## config.mk

```make
export PLATFORM = sky130hd
export DESIGN_NAME = perf_event_counter_qualify
export DESIGN_NICKNAME = d
export VERILOG_FILES = /design/src/hw/perf_event_counter_qualify.v
export VERILOG_INCLUDE_DIRS = /design/src /design/src/hw
export SDC_FILE = /design/constraint.sdc
export NUM_CORES = 1
export LEC_CHECK = 0
export ABC_CLOCK_PERIOD_IN_PS = 7700
export BUFFER_PORTS_ARGS = -buffer_cell sky130_fd_sc_hd__buf_4
export CAP_MARGIN = 20
export CORE_ASPECT_RATIO = 0.75
export CORE_MARGIN = 2
export CORE_UTILIZATION = 48
export DETAILED_ROUTE_END_ITERATION = 6
export PLACE_DENSITY_LB_ADDON = 0.08
export SYNTH_ARGS = -nofsm -noshare
export SYNTH_HDL_FRONTEND = slang
export SYNTH_SLANG_ARGS = --single-unit
```

## constraint.sdc

```tcl
create_clock -name mclk_i -period 7.7 [get_ports mclk_i]
set_clock_uncertainty 0.15 [all_clocks]
set_input_delay 1.54 -clock mclk_i [delete_from_list [all_inputs] [get_ports mclk_i]]
set_output_delay 1.54 -clock mclk_i [all_outputs]
set_load 0.02 [all_outputs]
```

## src/hw/perf_event_counter_qualify_map.vh

```
// Constants for the qualified event counter: register addresses,
// selector field positions, event codes, reset values and timing.
// Assumes a 12-bit model-register address and 32-bit data words.
`ifndef PERF_EVENT_COUNTER_QUALIFY_MAP_VH
`define PERF_EVENT_COUNTER_QUALIFY_MAP_VH

// Register addresses (model-register numbers)
`define ADDR_CTR_BASE 12'h0c1
`define ADDR_SEL_BASE 12'h186
`define ADDR_ALIAS_BASE 12'h4c1
`define ADDR_CAPABILITY 12'h345
`define ADDR_GLOBAL_CTRL 12'h38f
`define ADDR_EVT_UNAVAIL 12'h0a0

// Capability register fields
`define CAP_FULL_WIDTH_BIT 13

// Event selector fields
`define SEL_EVENT_LO 0
`define SEL_UMASK_LO 8
`define SEL_USR_BIT 16
`define SEL_OS_BIT 17
`define SEL_EN_BIT 22
`define SEL_RESET 32'h0000_0000

// Unit-mask sub-fields, relative to the unit mask
`define UM_CORE_LO 6
`define UM_AGENT_BIT 5
`define UM_PF_LO 4
`define UM_MESI_LO 0

// Core and prefetch encodings
`define CORE_ALL 2'h3
`define CORE_THIS 2'h1
`define PF_ALL 2'h3
`define PF_ONLY 2'h1
`define PF_EXCLUDE 2'h0

// Predefined events: event select and unit mask
`define EV_CORE_CYC 8'h3c
`define UM_CORE_CYC 8'h00
`define EV_INSTR 8'hc0
`define UM_INSTR 8'h00
`define EV_REF_CYC 8'h3c
`define UM_REF_CYC 8'h01
`define EV_LLC 8'h2e
`define UM_LLC_REF 8'h4f
`define UM_LLC_MISS 8'h41
`define EV_BRANCH 8'hc4
`define UM_BRANCH 8'h00
`define EV_BR_MISS 8'hc5
`define UM_BR_MISS 8'h00
`define NUM_PREDEF 7

// Reference clock period in ns and core clock period in ns
`define REF_PERIOD_NS 100
`define MCLK_PERIOD_NS 50
`define REF_DIV_CYCLES (`REF_PERIOD_NS / `MCLK_PERIOD_NS)

`endif

```

## src/hw/perf_event_counter_qualify.v

```verilog
// General event counters with legacy and full-width write paths,
// predefined event decoding and unit-mask qualification.
// Assumes event inputs come from core logic on mclk_i, except the
// stop-clock pin, which is asynchronous and is synchronised here.
`timescale 1ns/1ps
`default_nettype none
`include "perf_event_counter_qualify_map.vh"

// Notes on behaviour
// - Write at ordinary counter address loads low data word sign-extended.
// - Capability register bit 13 reports full-width counter writes.
// - With that flag, counters also answer at alias addresses from 4C1H upward.
// - Alias write: bits 31:0 from low word, upper from high word truncated to implemented width.
// - One availability bit per predefined event, bits 0..6; set means missing.
// - Event 3CH/00H counts core cycles except sleep, halt, stop-clock, throttle, switch.
// - Core-cycle count keeps running across performance-state changes.
// - Event C0H/00H counts instructions at last micro-op; faulted ones not.
// - Retired count ignores VM exits but counts through interrupts and traps.
// - Event 3CH/01H counts fixed reference ticks while the core clock runs.
// - Event 2EH/4FH counts last-level-cache references, speculative and L1 prefetch.
// - Event 2EH/41H counts last-level-cache misses; other prefetch fills excluded.
// - Event C4H/00H counts branches when their last micro-op retires.
// - Event C5H/00H counts retired mispredicted branches on the architectural path.
// - Unit mask bits 15:8 carry qualification sub-fields for model-specific events.
// - Bits 15:14 pick core: 11 all, 01 this core, others reserved.
// - Bit 13 for agent events: 0 this agent only, 1 all agents.
// - Bits 13:12 prefetch: 11 all, 01 prefetch only, 00 exclude, 10 reserved.
// - Agent and prefetch qualification never together; core combines with either.
// - Bits 11..8 enable modified, exclusive, shared and invalid states.
// - Coherency-qualified event with all four state bits clear never counts.
// - Core-only events ignore core and agent specificity encodings.
// - Counting needs global enable and selector privilege enable both true.
module perf_event_counter_qualify #(
    parameter NUM_CTR = 2,                  // General counters
    parameter CTR_W = 48,                   // Implemented counter width, 33..64
    parameter FULL_WIDTH_WRITE = 1,         // Full-width write support
    parameter [6:0] EVT_UNAVAIL = 7'h00     // Missing predefined events
) (
    input wire mclk_i,                      // Core clock, 20 MHz
    input wire sys_rst_i,                   // Async reset, active high
    input wire reg_req_i,                   // Register access request
    input wire reg_we_i,                    // 1 write, 0 read
    input wire [11:0] reg_addr_i,           // Model-register address
    input wire [31:0] low_data_word_i,      // Write data bits 31:0
    input wire [31:0] high_data_word_i,     // Write data bits 63:32
    output reg reg_ack_o,                   // Access done pulse
    output reg reg_err_o,                   // Unmapped or refused access
    output reg [31:0] rd_low_o,             // Read data bits 31:0
    output reg [31:0] rd_high_o,            // Read data bits 63:32
    input wire [1:0] cpl_i,                 // Current privilege level
    input wire sleep_state_i,               // Sleep state other than C0
    input wire halted_i,                    // Halt instruction in effect
    input wire stop_clock_pin_i,            // Stop-clock pin, async
    input wire thermal_throttle_one_i,      // Thermal throttling active
    input wire freq_switch_i,               // Frequency-switch phase
    input wire retire_last_uop_i,           // Last micro-op of an instr retires
    input wire retire_fault_i,              // That instruction faulted
    input wire vm_exit_i,                   // Retirement is a VM exit
    input wire retire_branch_i,             // Retiring instr is a branch
    input wire retire_mispredict_i,         // Branch was mispredicted
    input wire llc_ref_i,                   // Core request hits LAST_LEVEL_CACHE lookup
    input wire llc_miss_i,                  // That request missed
    input wire llc_other_pf_i,              // Request is a non-L1 prefetch fill
    input wire ms_event_i,                  // Model-specific occurrence
    input wire [7:0] ms_code_i,             // Its event select code
    input wire ms_core_spec_i,              // Event supports core specificity
    input wire ms_agent_spec_i,             // Event supports agent specificity
    input wire ms_pf_qual_i,                // Event supports prefetch qualifier
    input wire ms_mesi_qual_i,              // Event needs coherency qualifier
    input wire ms_other_core_i,             // Occurrence came from another core
    input wire ms_other_agent_i,            // Occurrence came from another agent
    input wire ms_hw_pf_i,                  // Occurrence is a hardware prefetch
    input wire [3:0] ms_mesi_i,             // One-hot state: M,E,S,I in 3..0
    output wire [NUM_CTR-1:0] counting_o    // Counter advances at this edge unless written
);

    localparam [31:0] REF_DIV_FULL = `REF_DIV_CYCLES;
    localparam [7:0] REF_DIV = REF_DIV_FULL[7:0];

    reg stop_clock_pin_meta_q;
    reg stop_clock_pin_q;
    reg [7:0] ref_cnt_q;
    reg ref_tick_q;
    reg [NUM_CTR-1:0] glob_en_q;

    wire [NUM_CTR*CTR_W-1:0] cnt_flat;
    wire [NUM_CTR*32-1:0] sel_flat;

    wire core_run;
    wire instr_ev;

    wire [11:0] ctr_idx;
    wire [11:0] sel_idx;
    wire [11:0] alias_idx;

    wire ctr_hit;
    wire sel_hit;
    wire alias_hit;
    wire cap_hit;
    wire glob_hit;
    wire unav_hit;

    wire wr_req;
    wire [63:0] cap_val;

    // Stop-clock pin is asynchronous: two flops before anything reads it
    always @(posedge mclk_i or posedge sys_rst_i) begin
        if (sys_rst_i) begin
            stop_clock_pin_meta_q <= 1'b0;
            stop_clock_pin_q <= 1'b0;
        end else begin
            stop_clock_pin_meta_q <= stop_clock_pin_i;
            stop_clock_pin_q <= stop_clock_pin_meta_q;
        end
    end

    // Core clock counted as running only outside all stall conditions
    assign core_run = ~sleep_state_i & ~halted_i & ~stop_clock_pin_q
        & ~thermal_throttle_one_i & ~freq_switch_i;

    // Reference tick from a fixed divider. mclk_i itself never changes
    // rate here, so the tick stays fixed whatever the performance state.
    always @(posedge mclk_i or posedge sys_rst_i) begin
        if (sys_rst_i) begin
            ref_cnt_q <= 8'h00;
            ref_tick_q <= 1'b0;
        end else if (ref_cnt_q == REF_DIV - 8'h01) begin
            ref_cnt_q <= 8'h00;
            ref_tick_q <= 1'b1;
        end else begin
            ref_cnt_q <= ref_cnt_q + 8'h01;
            ref_tick_q <= 1'b0;
        end
    end

    // Instruction counts once at its last micro-op, never on a fault or a
    // VM exit; interrupts and traps retire normally and do count
    assign instr_ev = retire_last_uop_i & ~retire_fault_i & ~vm_exit_i;

    // Address decode
    assign ctr_idx = reg_addr_i - `ADDR_CTR_BASE;
    assign sel_idx = reg_addr_i - `ADDR_SEL_BASE;
    assign alias_idx = reg_addr_i - `ADDR_ALIAS_BASE;
    assign ctr_hit = (reg_addr_i >= `ADDR_CTR_BASE) && (ctr_idx < NUM_CTR);
    assign sel_hit = (reg_addr_i >= `ADDR_SEL_BASE) && (sel_idx < NUM_CTR);
    // Alias addresses exist only when full-width writes are advertised
    assign alias_hit = (FULL_WIDTH_WRITE != 0) && (reg_addr_i >= `ADDR_ALIAS_BASE)
        && (alias_idx < NUM_CTR);
    assign cap_hit = (reg_addr_i == `ADDR_CAPABILITY);
    assign glob_hit = (reg_addr_i == `ADDR_GLOBAL_CTRL);
    assign unav_hit = (reg_addr_i == `ADDR_EVT_UNAVAIL);
    assign wr_req = reg_req_i & reg_we_i;

    // Capability word: only the full-width write flag is defined
    assign cap_val = (FULL_WIDTH_WRITE != 0) ? (64'h1 << `CAP_FULL_WIDTH_BIT)
        : 64'h0;

    // Global enable register, one bit per counter
    always @(posedge mclk_i or posedge sys_rst_i) begin
        if (sys_rst_i) begin
            glob_en_q <= {NUM_CTR{1'b0}};
        end else if (wr_req && glob_hit) begin
            glob_en_q <= low_data_word_i[NUM_CTR-1:0];
        end
    end

    // One counter and selector per channel
    genvar gi;
    generate
        for (gi = 0; gi < NUM_CTR; gi = gi + 1) begin : g_ctr
            reg [CTR_W-1:0] cnt_q;
            reg [31:0] sel_q;

            wire [7:0] evsel;
            wire [7:0] umask;

            wire priv_ok;
            wire run_ok;

            wire core_ok;
            wire agent_ok;
            reg pf_ok;
            wire mesi_ok;
            wire ms_hit;
            reg ev_hit;

            wire wr_leg;
            wire wr_alias;

            assign evsel = sel_q[`SEL_EVENT_LO +: 8];
            assign umask = sel_q[`SEL_UMASK_LO +: 8];

            // Privilege enable: OS covers ring 0, USR covers rings above
            assign priv_ok = (cpl_i == 2'h0) ? sel_q[`SEL_OS_BIT]
                : sel_q[`SEL_USR_BIT];
            assign run_ok = glob_en_q[gi] & sel_q[`SEL_EN_BIT] & priv_ok;

            // Core specificity; reserved codes match nothing. Core-only
            // events do not flag support, so the bits are ignored.
            assign core_ok = ~ms_core_spec_i
                | (umask[`UM_CORE_LO +: 2] == `CORE_ALL)
                | ((umask[`UM_CORE_LO +: 2] == `CORE_THIS) & ~ms_other_core_i);

            // Agent specificity on bit 13
            assign agent_ok = ~ms_agent_spec_i | umask[`UM_AGENT_BIT]
                | ~ms_other_agent_i;

            // Prefetch qualifier shares bit 13 with the agent bit, so it is
            // decoded only for events without agent specificity
            always @* begin
                pf_ok = 1'b1;
                if (ms_pf_qual_i && !ms_agent_spec_i) begin
                    case (umask[`UM_PF_LO +: 2])
                        `PF_ALL: pf_ok = 1'b1;
                        `PF_ONLY: pf_ok = ms_hw_pf_i;
                        `PF_EXCLUDE: pf_ok = ~ms_hw_pf_i;
                        default: pf_ok = 1'b0;
                    endcase
                end
            end

            // Coherency state filter: no state bit set means nothing counts
            assign mesi_ok = ~ms_mesi_qual_i
                | (|(umask[`UM_MESI_LO +: 4] & ms_mesi_i));

            assign ms_hit = ms_event_i & (ms_code_i == evsel)
                & core_ok & agent_ok & pf_ok & mesi_ok;

            // Predefined events take their code pairs first; any other
            // select is matched against the model-specific source
            always @* begin
                ev_hit = 1'b0;
                if (evsel == `EV_CORE_CYC && umask == `UM_CORE_CYC) begin
                    ev_hit = core_run & ~EVT_UNAVAIL[0];
                end else if (evsel == `EV_INSTR && umask == `UM_INSTR) begin
                    ev_hit = instr_ev & ~EVT_UNAVAIL[1];
                end else if (evsel == `EV_REF_CYC && umask == `UM_REF_CYC) begin
                    ev_hit = ref_tick_q & core_run & ~EVT_UNAVAIL[2];
                end else if (evsel == `EV_LLC && umask == `UM_LLC_REF) begin
                    ev_hit = llc_ref_i & ~llc_other_pf_i & ~EVT_UNAVAIL[3];
                end else if (evsel == `EV_LLC && umask == `UM_LLC_MISS) begin
                    ev_hit = llc_ref_i & llc_miss_i & ~llc_other_pf_i
                        & ~EVT_UNAVAIL[4];
                end else if (evsel == `EV_BRANCH && umask == `UM_BRANCH) begin
                    ev_hit = instr_ev & retire_branch_i & ~EVT_UNAVAIL[5];
                end else if (evsel == `EV_BR_MISS && umask == `UM_BR_MISS) begin
                    ev_hit = instr_ev & retire_branch_i & retire_mispredict_i
                        & ~EVT_UNAVAIL[6];
                end else begin
                    ev_hit = ms_hit;
                end
            end

            assign counting_o[gi] = run_ok & ev_hit;
            assign wr_leg = wr_req & ctr_hit & (ctr_idx == gi);
            assign wr_alias = wr_req & alias_hit & (alias_idx == gi);

            // Counter: a write in the same cycle as an event wins, since
            // software expects to read back exactly what it loaded
            always @(posedge mclk_i or posedge sys_rst_i) begin
                if (sys_rst_i) begin
                    cnt_q <= {CTR_W{1'b0}};
                end else if (wr_leg) begin
                    cnt_q <= {{(CTR_W-32){low_data_word_i[31]}}, low_data_word_i};
                end else if (wr_alias) begin
                    cnt_q <= {high_data_word_i[CTR_W-33:0], low_data_word_i};
                end else if (counting_o[gi]) begin
                    cnt_q <= cnt_q + {{(CTR_W-1){1'b0}}, 1'b1};
                end
            end

            // Selector
            always @(posedge mclk_i or posedge sys_rst_i) begin
                if (sys_rst_i) begin
                    sel_q <= `SEL_RESET;
                end else if (wr_req && sel_hit && (sel_idx == gi)) begin
                    sel_q <= low_data_word_i;
                end
            end

            assign cnt_flat[gi*CTR_W +: CTR_W] = cnt_q;
            assign sel_flat[gi*32 +: 32] = sel_q;
        end
    endgenerate

    // Read data and answer, one cycle after the request. Counters read
    // back sign-extended from their implemented width, as they load.
    always @(posedge mclk_i or posedge sys_rst_i) begin
        if (sys_rst_i) begin
            reg_ack_o <= 1'b0;
            reg_err_o <= 1'b0;
            rd_low_o <= 32'h0000_0000;
            rd_high_o <= 32'h0000_0000;
        end else begin
            reg_ack_o <= reg_req_i;
            reg_err_o <= 1'b0;
            rd_low_o <= 32'h0000_0000;
            rd_high_o <= 32'h0000_0000;
            if (reg_req_i) begin
                if (ctr_hit || (alias_hit && reg_we_i)) begin
                    if (!reg_we_i) begin
                        rd_low_o <= cnt_flat[ctr_idx*CTR_W +: 32];
                        rd_high_o <= {{(64-CTR_W){cnt_flat[ctr_idx*CTR_W+CTR_W-1]}},
                            cnt_flat[ctr_idx*CTR_W+32 +: CTR_W-32]};
                    end
                end else if (alias_hit) begin
                    // Alias addresses are write paths only
                    reg_err_o <= 1'b1;
                end else if (sel_hit) begin
                    if (!reg_we_i) begin
                        rd_low_o <= sel_flat[sel_idx*32 +: 32];
                    end
                end else if (glob_hit) begin
                    if (!reg_we_i) begin
                        rd_low_o <= {{(32-NUM_CTR){1'b0}}, glob_en_q};
                    end
                end else if (cap_hit) begin
                    reg_err_o <= reg_we_i;
                    rd_low_o <= reg_we_i ? 32'h0000_0000 : cap_val[31:0];
                    rd_high_o <= reg_we_i ? 32'h0000_0000 : cap_val[63:32];
                end else if (unav_hit) begin
                    reg_err_o <= reg_we_i;
                    rd_low_o <= reg_we_i ? 32'h0000_0000
                        : {25'h0000000, EVT_UNAVAIL};
                end else begin
                    // Unmapped address, including aliases without support
                    reg_err_o <= 1'b1;
                end
            end
        end
    end

endmodule // perf_event_counter_qualify
`default_nettype wire

```

==> results of run 1 <==
[stage by stage]
stage | utilization | worst slack (ns) | hold WS [ns] | power (W) | cells
finish | 0.5703 | 2.273 | 0.2055 | 0.002543 | 1906
global route | 0.5703 | 2.202 | 0.2226 | 0.002626 | 1906
CTS | 0.5703 | 2.318 | 0.2061 | 0.002565 | 1906
detailed placement | 0.5403 | 1.979 | 0.1918 | 0.001365 | 1862
global placement | 0.5403 | 2.001 | 0.1828 | 0.001365 | 1862
floorplan | - | 2.408 | 0.1812 | 0.001282 | 1428
[area by class of cell]
type                       count  area (µm²)  area share
timing repair buffer         179        1356     0.08744
clock buffer                  29       659.4     0.04251
multi-input combinational   1089        7217      0.4653
sequential                   224        5605      0.3614
inverter                      19       75.07    0.004840
clock inverter                15       158.9     0.01024
tap                          351       439.2     0.02831
[how the worst max path moves through the flow]
stage / end / cells after the start
after global placement: g_ctr[1].cnt_q[46] / 12
final: counting_o[0] / 9
after floorplan: g_ctr[1].cnt_q[45] / 13
after CTS: counting_o[0] / 9
after global routing: g_ctr[1].cnt_q[46] / 12
after detailed placement: g_ctr[1].cnt_q[46] / 12
[worst reg2reg max path: cells and delay by family, from the launching register on]
kind	cells	cell delay (ns)
AND/OR/NAND/NOR	5	2.34
flip-flops	1	0.47
AO/OA/AOI/OAI	3	1.08
[layer usage]
metal  vias to the layer above  routed length, µm  track usage
li1                       5312                  -            -
met1                      5479              19600       0.4330
met2                       417              15870       0.3776
met3                        42               3114      0.04422
met4                         0                559      0.04361
met5                         -                  0            0
[placed cells by master (no fill, tap or decap), types with 8 or more instances in the layout]
| cell | netlist | routed |
|---|---|---|
| a21oi_1 | 159 | 159 |
| and2_1 | 12 | 12 |
| and3_1 | 16 | 14 |
| and4_1 | 15 | 15 |
| buf_4 | 23 | 178 |
| clkbuf_16 | 0 | 24 |
| dfrtp_1 | 224 | 224 |
| ha_1 | 13 | 13 |
| inv_1 | 19 | 18 |
| mux2_2 | 135 | 135 |
| mux2i_1 | 21 | 21 |
| nand2_1 | 174 | 174 |
| nand2b_1 | 8 | 8 |
| nand3_1 | 55 | 55 |
| nand4_1 | 21 | 21 |
| nor2_1 | 107 | 107 |
| nor3_1 | 35 | 35 |
| nor3b_1 | 12 | 12 |
| nor4_1 | 14 | 14 |
| nor4b_1 | 11 | 11 |
| o211ai_1 | 16 | 16 |
| o21ai_0 | 46 | 46 |
| or3_1 | 8 | 8 |
| xnor2_1 | 85 | 85 |
| xor2_1 | 11 | 11 |
[state kept, by name, indices dropped and copies added, names as in the netlist]
name and flops:
glob_en_q 2, reg_err_o 1, rd_high_o 17, g_ctr.cnt_q 96
stop_clock_pin_q 1, stop_clock_pin_meta_q 1, rd_low_o 32, reg_ack_o 1
ref_cnt_q 8, g_ctr.sel_q 64, ref_tick_q 1
[power by group through the flow]
stage / combinational, W / sequential [W] / clock [W]
after detailed placement: 0.000161 / 0.00120 / 0
after floorplan: 0.0000774 / 0.00120 / 0
after global routing: 0.000176 / 0.00118 / 0.00127
final: 0.000161 / 0.00118 / 0.00120
after CTS: 0.000162 / 0.00118 / 0.00122
after global placement: 0.000161 / 0.00120 / 0
[logic make-up (layout without fill, tap and decap cells)]
family | count (synthesis) | in the layout | synth area share
simple gates | 542 | 542 | 0.2066
compound gates | 278 | 278 | 0.1231
xor+xnor | 96 | 96 | 0.06283
buf+inv | 115 | 242 | 0.04291
mux | 160 | 160 | 0.1335
fa+ha+maj | 13 | 13 | 0.01215
flops | 224 | 224 | 0.4188
==> flow_summary_export.csv, run 1 <==
group,metric,value,unit
critical_path,rr_endpoint,"g_ctr[1].cnt_q[46]",
critical_path,cp_top_family,"simple AND/OR/NAND/NOR gates",
critical_path,crit_fanout,34,
clock_tree,cts_setup_buffers,0,
sta,relSlewSlack,0.2754,
grt,grt_overflow_total,0,
floorplan,core-area,0.02720,mm²
sta,finalSetupTns,0,ns
pwr,peakVddDrop,164.8,µV
yosys,synth_top_area_frac,0.4188,
floorplan,die-area,0.02925,mm²
hold_path,hold_class,"reg -> reg",
critical_path,critPathKind,"in -> out",
final_layout,n_antenna_cell,0,
floorplan,ios,183,
critical_path,required,6.01,ns
critical_path,critPathMaxStageDelay,0.45,ns
clock_tree,clock-root-buffer,"clkbuf_16",
grt,grtUsageTotal,0.2681,
floorplan,fp.dieH,148.6,µm
placement,port_buffers,166,
yosys,synth_area,0.01338,mm²
pwr,combPwrFrac,0.063,
clock_tree,clock_sinks,224,
floorplan,initial_utilization,0.4921,
critical_path,worst-path-buf-inv,4,
pwr,p_sw,0.0006144,W
route,drc,0,
pwr,p_int,0.001928,W
final_layout,area_growth,15.90,%
final_layout,final_nets,1665,
sta,max_clock_freq,184.3,MHz
critical_path,cp-start-kind,"input port",
yosys,synthDistinctLibCells,82,
sta,drv_slew,0,
flow_run,maxCapViolations,0,
yosys,yosysWarnings,0,
hold_path,min_to,"stop_clock_pin_q",
clock_tree,clk_latency,0.54,ns
yosys,syn_nets,1556,
pwr,power_frac_clock,0.472,
route,num_vias,11250,
placement,post_dp_cell_area,0.01469,mm²
final_layout,fillers,2457,
outcome,status,"finished clean",
route,wl_per_cell,20.54,µm
clock_tree,cts.repair.resized,0,
floorplan,rows,52,
pwr,power.density,163.9,mW/mm²
placement,place.gp.congestion,0.9080,
clock_tree,cts_tree,"done",
critical_path,reg2reg_slack,3.56,ns
sta,period_share,0.7048,
critical_path,critical_path_arrival,3.74,ns
critical_path,cp_slowest_cell,"or3b_2",
route,viasPerCell,5.902,
clock_tree,clk_pin_slew,0.06,ns
pwr,sequentialPowerShare,0.465,
final_layout,finish.instance_area,0.01551,mm²
pwr,p_leak,6.911,nW
yosys,ys_seq_area_frac,0.4188,
yosys,syn-instance-count,1428,
critical_path,r2r_cells,8,
yosys,synth.top_cells.by_area,"dfrtp_1 (42%), mux2_2 (11%), a21oi_1 (5.9%), xnor2_1 (5.6%), nand2_1 (4.9%)",
sta,rsz0062_at_grt,"false",
clock_tree,cts_buffers,24,
yosys,synth-seq-cells,224,
route,routed_wl,39150,µm
critical_path,worst_path_most_repeated_cell,"buf_4",
floorplan,die_x,196.8,µm
grt,antenna_found_initial,0,
sta,tightestPinTransition,1.077,ns
critical_path,r2r-start,"g_ctr[1].sel_q[13]",
clock_tree,htreeDepth,1,
yosys,avgSynthCellArea,9.372,µm²
route,final_antenna_net_count,0,
grt,first_global_vias,10620,
clock_tree,cts_hold_repair.buffers,0,
critical_path,cp_cell_sequence,"buf_4 > or3b_2 > a21oi_1 > o41ai_1 > or3_1 > o22a_1 > buf_4 > inv_1 > buf_4",
yosys,synth.most_common_cell,"dfrtp_1",
hold_path,hold_path.startpoint,"stop_clock_pin_meta_q",
route,dr.pass1.iters,5,
critical_path,crit_start,"cpl_i[1]",
yosys,yosysTopAreaCell,"dfrtp_1",
yosys,synth-edff-count,0,
clock_tree,cts_buffer_depth,3,
sta,fin_crit,5.427,ns
yosys,synth_commonest_cells,"dfrtp_1 (224), nand2_1 (174), a21oi_1 (159)",
final_layout,drive_above_1_share,0.2495,
route,detailedRoute.firstIterationViolations,951,
sta,finalHoldViolCount,0,
grt,grt_pass1_wl,61690,µm
pwr,swShare,0.2417,
sta,setup_viol,0,
yosys,async_flop_share,1.000,
placement,place_hpwl,27540,µm
critical_path,worst_setup_path_end_kind,"output pin",
grt,grt_max_degree,162,
yosys,ys.flop_type,"dfrtp_1",
hold_path,hold_depth,0,
Note: power is estimated with default switching activity, not from simulation.
==> run 2, diff against run 1 <==
Settings changed: ABC_CLOCK_PERIOD_IN_PS 7700 to 5150.
Clock period 7.7 ns to 5.15 ns, I/O delays scaled along.
==> run 2 against run 1 <==
Net effect:
- power rose by 55%
- global-route usage is 0.61 points higher
- largest power group unchanged
- setup slack worse by 1.5 ns
- sequential share of layout area decreased by 0.39 points
- clock power grew 61%
- sequential power up 50%
- non-clock buffer count grew 11
- die area did not move
- worst hold slack got worse by 0.00063 ns
- count of clock-buffer cells in the layout is 1 higher
- register-to-register slack worse by 2.4 ns
- first-iteration DRC count is 19% higher
==> flow_summary_export.csv, run 2 (synthesis results as in run 1) <==
group,metric,value,unit
outcome,status,"finished clean",
sta,finalHoldViolCount,0,
route,dr.pass1.iters,5,
hold_path,min_to,"stop_clock_pin_q",
clock_tree,cts_hold_repair.buffers,0,
clock_tree,clk_pin_slew,0.06,ns
clock_tree,cts_tree,"done",
sta,setup_viol,0,
floorplan,ios,183,
pwr,p_leak,7.013,nW
route,wl_per_cell,20.71,µm
placement,place.gp.congestion,0.9293,
final_layout,mostFrequentLayoutCells,"dfrtp_1 (224), buf_4 (186), nand2_1 (174), a21oi_1 (159), mux2_2 (135)",
final_layout,final_common_cell,"dfrtp_1",
hold_path,hold_depth,0,
sta,relSlewSlack,0.3089,
grt,grt_max_degree,127,
sta,tightestPinTransition,1.027,ns
grt,antenna_found_initial,0,
placement,place_hpwl,28340,µm
floorplan,die_x,196.8,µm
clock_tree,clock_sinks,224,
sta,max_clock_freq,227.1,MHz
final_layout,final_nets,1677,
sta,finalSetupTns,0,ns
critical_path,reg2reg_slack,1.18,ns
floorplan,rows,52,
pwr,combPwrFrac,0.062,
critical_path,worst_setup_path_end_kind,"output pin",
grt,grt_pass1_wl,62980,µm
route,drc,0,
pwr,p_sw,0.0009394,W
critical_path,r2r-start,"g_ctr[0].sel_q[11]",
clock_tree,cts.repair.resized,0,
floorplan,fp.dieH,148.6,µm
route,num_vias,11440,
clock_tree,clk_latency,0.56,ns
hold_path,hold_class,"reg -> reg",
sta,rsz0062_at_grt,"false",
sta,fin_crit,4.403,ns
pwr,power_frac_clock,0.490,
final_layout,finish.instance_area,0.01568,mm²
pwr,p_int,0.003005,W
sta,period_share,0.8549,
final_layout,n_antenna_cell,0,
pwr,power.density,251.6,mW/mm²
sta,fin_ws,0.7472,ns
clock_tree,htreeDepth,1,
route,routed_wl,39730,µm
route,viasPerCell,5.961,
grt,grt_overflow_total,0,
placement,place_ws,0.4684,ns
route,detailedRoute.firstIterationViolations,1128,
final_layout,utilization,0.5765,
critical_path,r2r_cells,9,
final_layout,top_regs,"g_ctr.cnt_q: 96 flops, g_ctr.sel_q: 64 flops, rd_low_o: 32 flops",
pwr,sequentialPowerShare,0.448,
clock_tree,clock-root-buffer,"clkbuf_16",
grt,grtUsageTotal,0.2742,
floorplan,initial_utilization,0.4921,
final_layout,largest_register_ff_count,96,
pwr,swShare,0.2382,
pwr,peakVddDrop,215.7,µV
sta,drv_slew,0,
flow_run,maxCapViolations,0,
hold_path,hold_path.startpoint,"stop_clock_pin_meta_q",
critical_path,rr_endpoint,"g_ctr[0].cnt_q[34]",
floorplan,die-area,0.02925,mm²
clock_tree,cts_setup_buffers,0,
final_layout,area_growth,17.16,%
final_layout,regMostFlops,"g_ctr.cnt_q",
critical_path,cp-start-kind,"register",
placement,port_buffers,166,
grt,first_global_vias,10830,
critical_path,required,3.97,ns
placement,post_dp_cell_area,0.01479,mm²
clock_tree,cts_buffers,25,
pwr,power,0.003944,W
critical_path,crit_fanout,6,
final_layout,drive_above_1_share,0.2545,
clock_tree,cts_buffer_depth,3,
route,final_antenna_net_count,0,
critical_path,critical_path_arrival,3.22,ns
floorplan,core-area,0.02720,mm²
critical_path,critPathKind,"reg -> out",
[run 2: changes by cell type in the layout (fill, tap and decap cells not counted), moves of 2 or more]
cell        delta
buf_12         +2
buf_4          +8
clkinv_2       +3
clkinvlp_4     -2
bufinv_16      +2
[run 2: how the worst max path moves through the flow]
stage / start / to / slack, ns / depth (start not counted)
floorplan: reg_addr_i[0] / g_ctr[1].cnt_q[45] / 0.37 / 13
global placement: reg_addr_i[1] / g_ctr[0].cnt_q[35] / 0.52 / 11
detailed placement: reg_addr_i[1] / g_ctr[0].cnt_q[34] / 0.47 / 11
CTS: g_ctr[1].sel_q[13] / counting_o[1] / 0.74 / 7
global route: g_ctr[1].sel_q[13] / counting_o[1] / 0.61 / 7
finish: g_ctr[1].sel_q[13] / counting_o[1] / 0.75 / 7
[run 2: area by class of cell]
cell class              instances  area, µm²
clock buffers                  30      674.4
clock inverters                16      205.2
inverters                      19      75.07
repair buffers                190       1464
multi-input cells            1089       7216
flip-flops and latches        224       5605
well taps                     351      439.2
fillers                      2471      11520
[run 2: power groups by stage]
stage               clock network (W)  registers, W  logic [W]
detailed placement                  0       0.00180   0.000244
global route                  0.00204       0.00177   0.000267
floorplan                           0       0.00180   0.000116
global placement                    0       0.00180   0.000244
CTS                           0.00197       0.00177   0.000246
finish                        0.00193       0.00177   0.000245
[run 2: per-layer routing]
| layer | global-route usage | up-vias | part of all wire |
|---|---|---|---|
| met1 | 0.4489 | 5588 | 0.50 |
| met5 | 0 | - | 0 |
| li1 | - | 5346 | - |
| met3 | 0.03787 | 38 | 0.079 |
| met2 | 0.3845 | 468 | 0.41 |
| met4 | 0.04511 | 0 | 0.013 |
[run 2: metrics by stage]
| stage | hold WS, ns | instances |
|---|---|---|
| final | 0.2049 | 1919 |
| after global routing | 0.2136 | 1919 |
| after CTS | 0.2098 | 1918 |
| after detailed placement | 0.1957 | 1872 |
| after global placement | 0.1831 | 1872 |
| after floorplan | 0.1812 | 1428 |
[run 2: worst max-delay path, cell delays in order, from the launching register on]
cell and delay, ns:
dfrtp_1 0.47, nor3_1 0.50, or4b_1 0.58, o41ai_2 0.43, nand4b_1 0.19, o22a_1 0.28
inv_1 0.06, buf_4 0.16
==> run 3, diff against run 2 <==
Settings changed: ABC_CLOCK_PERIOD_IN_PS 5150 to 4000.
Clock period 5.15 ns to 4 ns, I/O delays scaled along.
==> run 3 against run 2 <==
Net effect:
- non-clock buffer count increased by 27
- combinational power increased by 33%
- cell area increased by 2.1%
- final cell count increased by 1.4%
- critical path type unchanged
- worst hold slack improved by 0.0057 ns
- count of clock-buffer cells in the layout increased by 4
- core utilization increased by 1.2 points
- die area unchanged
- largest power group unchanged
==> flow_summary_export.csv, run 3 (synthesis results as in run 1) <==
group,metric,value,unit
pwr,peakVddDrop,302.9,µV
final_layout,area_growth,19.66,%
final_layout,multi_input_area,0.007251,mm²
floorplan,die_x,196.8,µm
final_layout,final_nets,1704,
critical_path,crit_fanout,5,
final_layout,finish.instance_area,0.01601,mm²
hold_path,hold_depth,1,
clock_tree,cts_buffers,25,
placement,place.gp.congestion,0.9176,
sta,relSlewSlack,0.3734,
grt,grt_max_degree,92,
placement,port_buffers,166,
critical_path,worst_setup_path_end_kind,"output pin",
critical_path,reg2reg_slack,0.75,ns
route,detailedRoute.firstIterationViolations,897,
pwr,sequentialPowerShare,0.447,
sta,fin_crit,3.832,ns
floorplan,ios,183,
placement,place_ws,0.06450,ns
clock_tree,htreeDepth,1,
hold_path,hold_path.startpoint,"stop_clock_pin_i",
pwr,power_frac_clock,0.489,
route,final_antenna_net_count,0,
final_layout,utilization,0.5888,
floorplan,initial_utilization,0.4921,
sta,period_share,0.9580,
pwr,p_int,0.003887,W
hold_path,hold_class,"in -> reg",
clock_tree,clk_latency,0.54,ns
final_layout,final_common_cell,"dfrtp_1",
critical_path,cp-start-kind,"register",
route,viasPerCell,5.888,
final_layout,drive_above_1_share,0.2704,
sta,finalSetupTns,0,ns
route,routed_wl,40460,µm
sta,drv_slew,0,
floorplan,core-area,0.02720,mm²
sta,max_clock_freq,261.0,MHz
grt,antenna_found_initial,0,
floorplan,die-area,0.02925,mm²
final_layout,fillers,2415,
route,wl_per_cell,20.80,µm
final_layout,seq_area,0.005607,mm²
pwr,swShare,0.2365,
placement,place_hpwl,28910,µm
placement,post_dp_cell_area,0.01509,mm²
critical_path,critPathKind,"reg -> out",
grt,grt_overflow_total,0,
grt,grtUsageTotal,0.2776,
flow_run,maxCapViolations,0,
grt,first_global_vias,10880,
grt,grt_pass1_wl,63390,µm
floorplan,rows,52,
critical_path,rr_endpoint,"g_ctr[1].cnt_q[10]",
sta,finalHoldViolCount,0,
sta,setup_viol,0,
critical_path,r2r_cells,9,
clock_tree,cts_tree,"done",
pwr,p_sw,0.001204,W
route,num_vias,11450,
hold_path,min_to,"stop_clock_pin_meta_q",
final_layout,regMostFlops,"g_ctr.cnt_q",
clock_tree,cts_buffer_depth,3,
critical_path,critical_path_arrival,2.88,ns
sta,fin_ws,0.1680,ns
final_layout,n_antenna_cell,0,
final_layout,mostFrequentLayoutCells,"dfrtp_1 (223), buf_4 (207), nand2_1 (174), a21oi_1 (159), mux2_2 (135)",
clock_tree,clk_pin_slew,0.07,ns
route,drc,0,
floorplan,fp.dieH,148.6,µm
sta,tightestPinTransition,0.9398,ns
clock_tree,cts_hold_repair.buffers,0,
pwr,power.density,317.9,mW/mm²
sta,rsz0062_at_grt,"false",
critical_path,r2r-start,"g_ctr[1].sel_q[5]",
pwr,combPwrFrac,0.064,
clock_tree,clock-root-buffer,"clkbuf_16",
critical_path,required,3.05,ns
final_layout,top_regs,"g_ctr.cnt_q: 96 flops, g_ctr.sel_q: 64 flops, rd_low_o: 32 flops",
outcome,status,"finished clean",
pwr,p_leak,7.183,nW
final_layout,largest_register_ff_count,96,
clock_tree,clock_sinks,224,
route,dr.pass1.iters,5,
[run 3: cell types whose count changed in the layout (fill, tap and decap cells not counted), moves of 4 or more]
cell      change
buf_12        +7
buf_4        +21
clkbuf_8      +4
clkinv_2      -4
[run 3: worst max-delay path by stage]
| stage | startpoint | to | slack, ns | depth (start not counted) |
|---|---|---|---|---|
| floorplan | reg_addr_i[0] | g_ctr[0].cnt_q[34] | 0.02 | 15 |
| global placement | reg_addr_i[1] | g_ctr[1].cnt_q[46] | 0.07 | 11 |
| detailed placement | reg_addr_i[1] | g_ctr[1].cnt_q[46] | 0.06 | 11 |
| CTS | g_ctr[0].sel_q[8] | counting_o[0] | 0.04 | 7 |
| global route | g_ctr[1].sel_q[13] | counting_o[1] | 0.02 | 7 |
| finish | g_ctr[1].sel_q[5] | counting_o[1] | 0.17 | 7 |
[run 3: per-layer routing]
layer  global-route usage  vias up  part of all wire
met3              0.06032       35             0.090
met5                    0        -                 0
li1                     -     5381                 -
met1               0.4388     5555              0.49
met2               0.3924      481              0.41
met4              0.04286        0             0.013
[run 3: cell type report]
type                            instances  area share
Multi-Input combinational cell       1089      0.4528
Sequential cell                       224      0.3501
Timing Repair Buffer                  217      0.1095
Clock buffer                           34     0.04555
Tap cell                              351     0.02742
Clock inverter                         11    0.009923
Inverter                               19    0.004688
[run 3: critical path, cell delays in order, from the launching register on]
cell and delay, ns:
dfrtp_1 0.51, nand4b_1 0.18, or4b_4 0.59, o41ai_4 0.37, nand4b_1 0.19, o22a_1 0.27
inv_1 0.07, buf_4 0.16
[run 3: through the flow]
stage / total power [W] / instances / hold slack, ns
2_1_floorplan: 0.002470 / 1428 / 0.1812
4_1_cts: 0.005131 / 1945 / 0.2000
3_3_place_gp: 0.002640 / 1900 / 0.1845
5_1_grt: 0.005259 / 1945 / 0.2053
3_5_place_dp: 0.002643 / 1900 / 0.1949
6_report: 0.005091 / 1945 / 0.2106
[run 3: power by group through the flow]
stage               clock [W]  combinational, W  sequential (W)
finish                0.00249          0.000325         0.00228
detailed placement          0          0.000324         0.00232
CTS                   0.00253          0.000326         0.00228
global placement            0          0.000322         0.00232
global route          0.00263          0.000353         0.00228
floorplan                   0          0.000151         0.00232
[run 3: timing repair]
| action | 4_1_cts | 5_1_grt |
|---|---|---|
| buffers inserted | 0 | 0 |
| setup endpoints to repair | 1 | 2 |
| resized for setup | 1 | 5 |
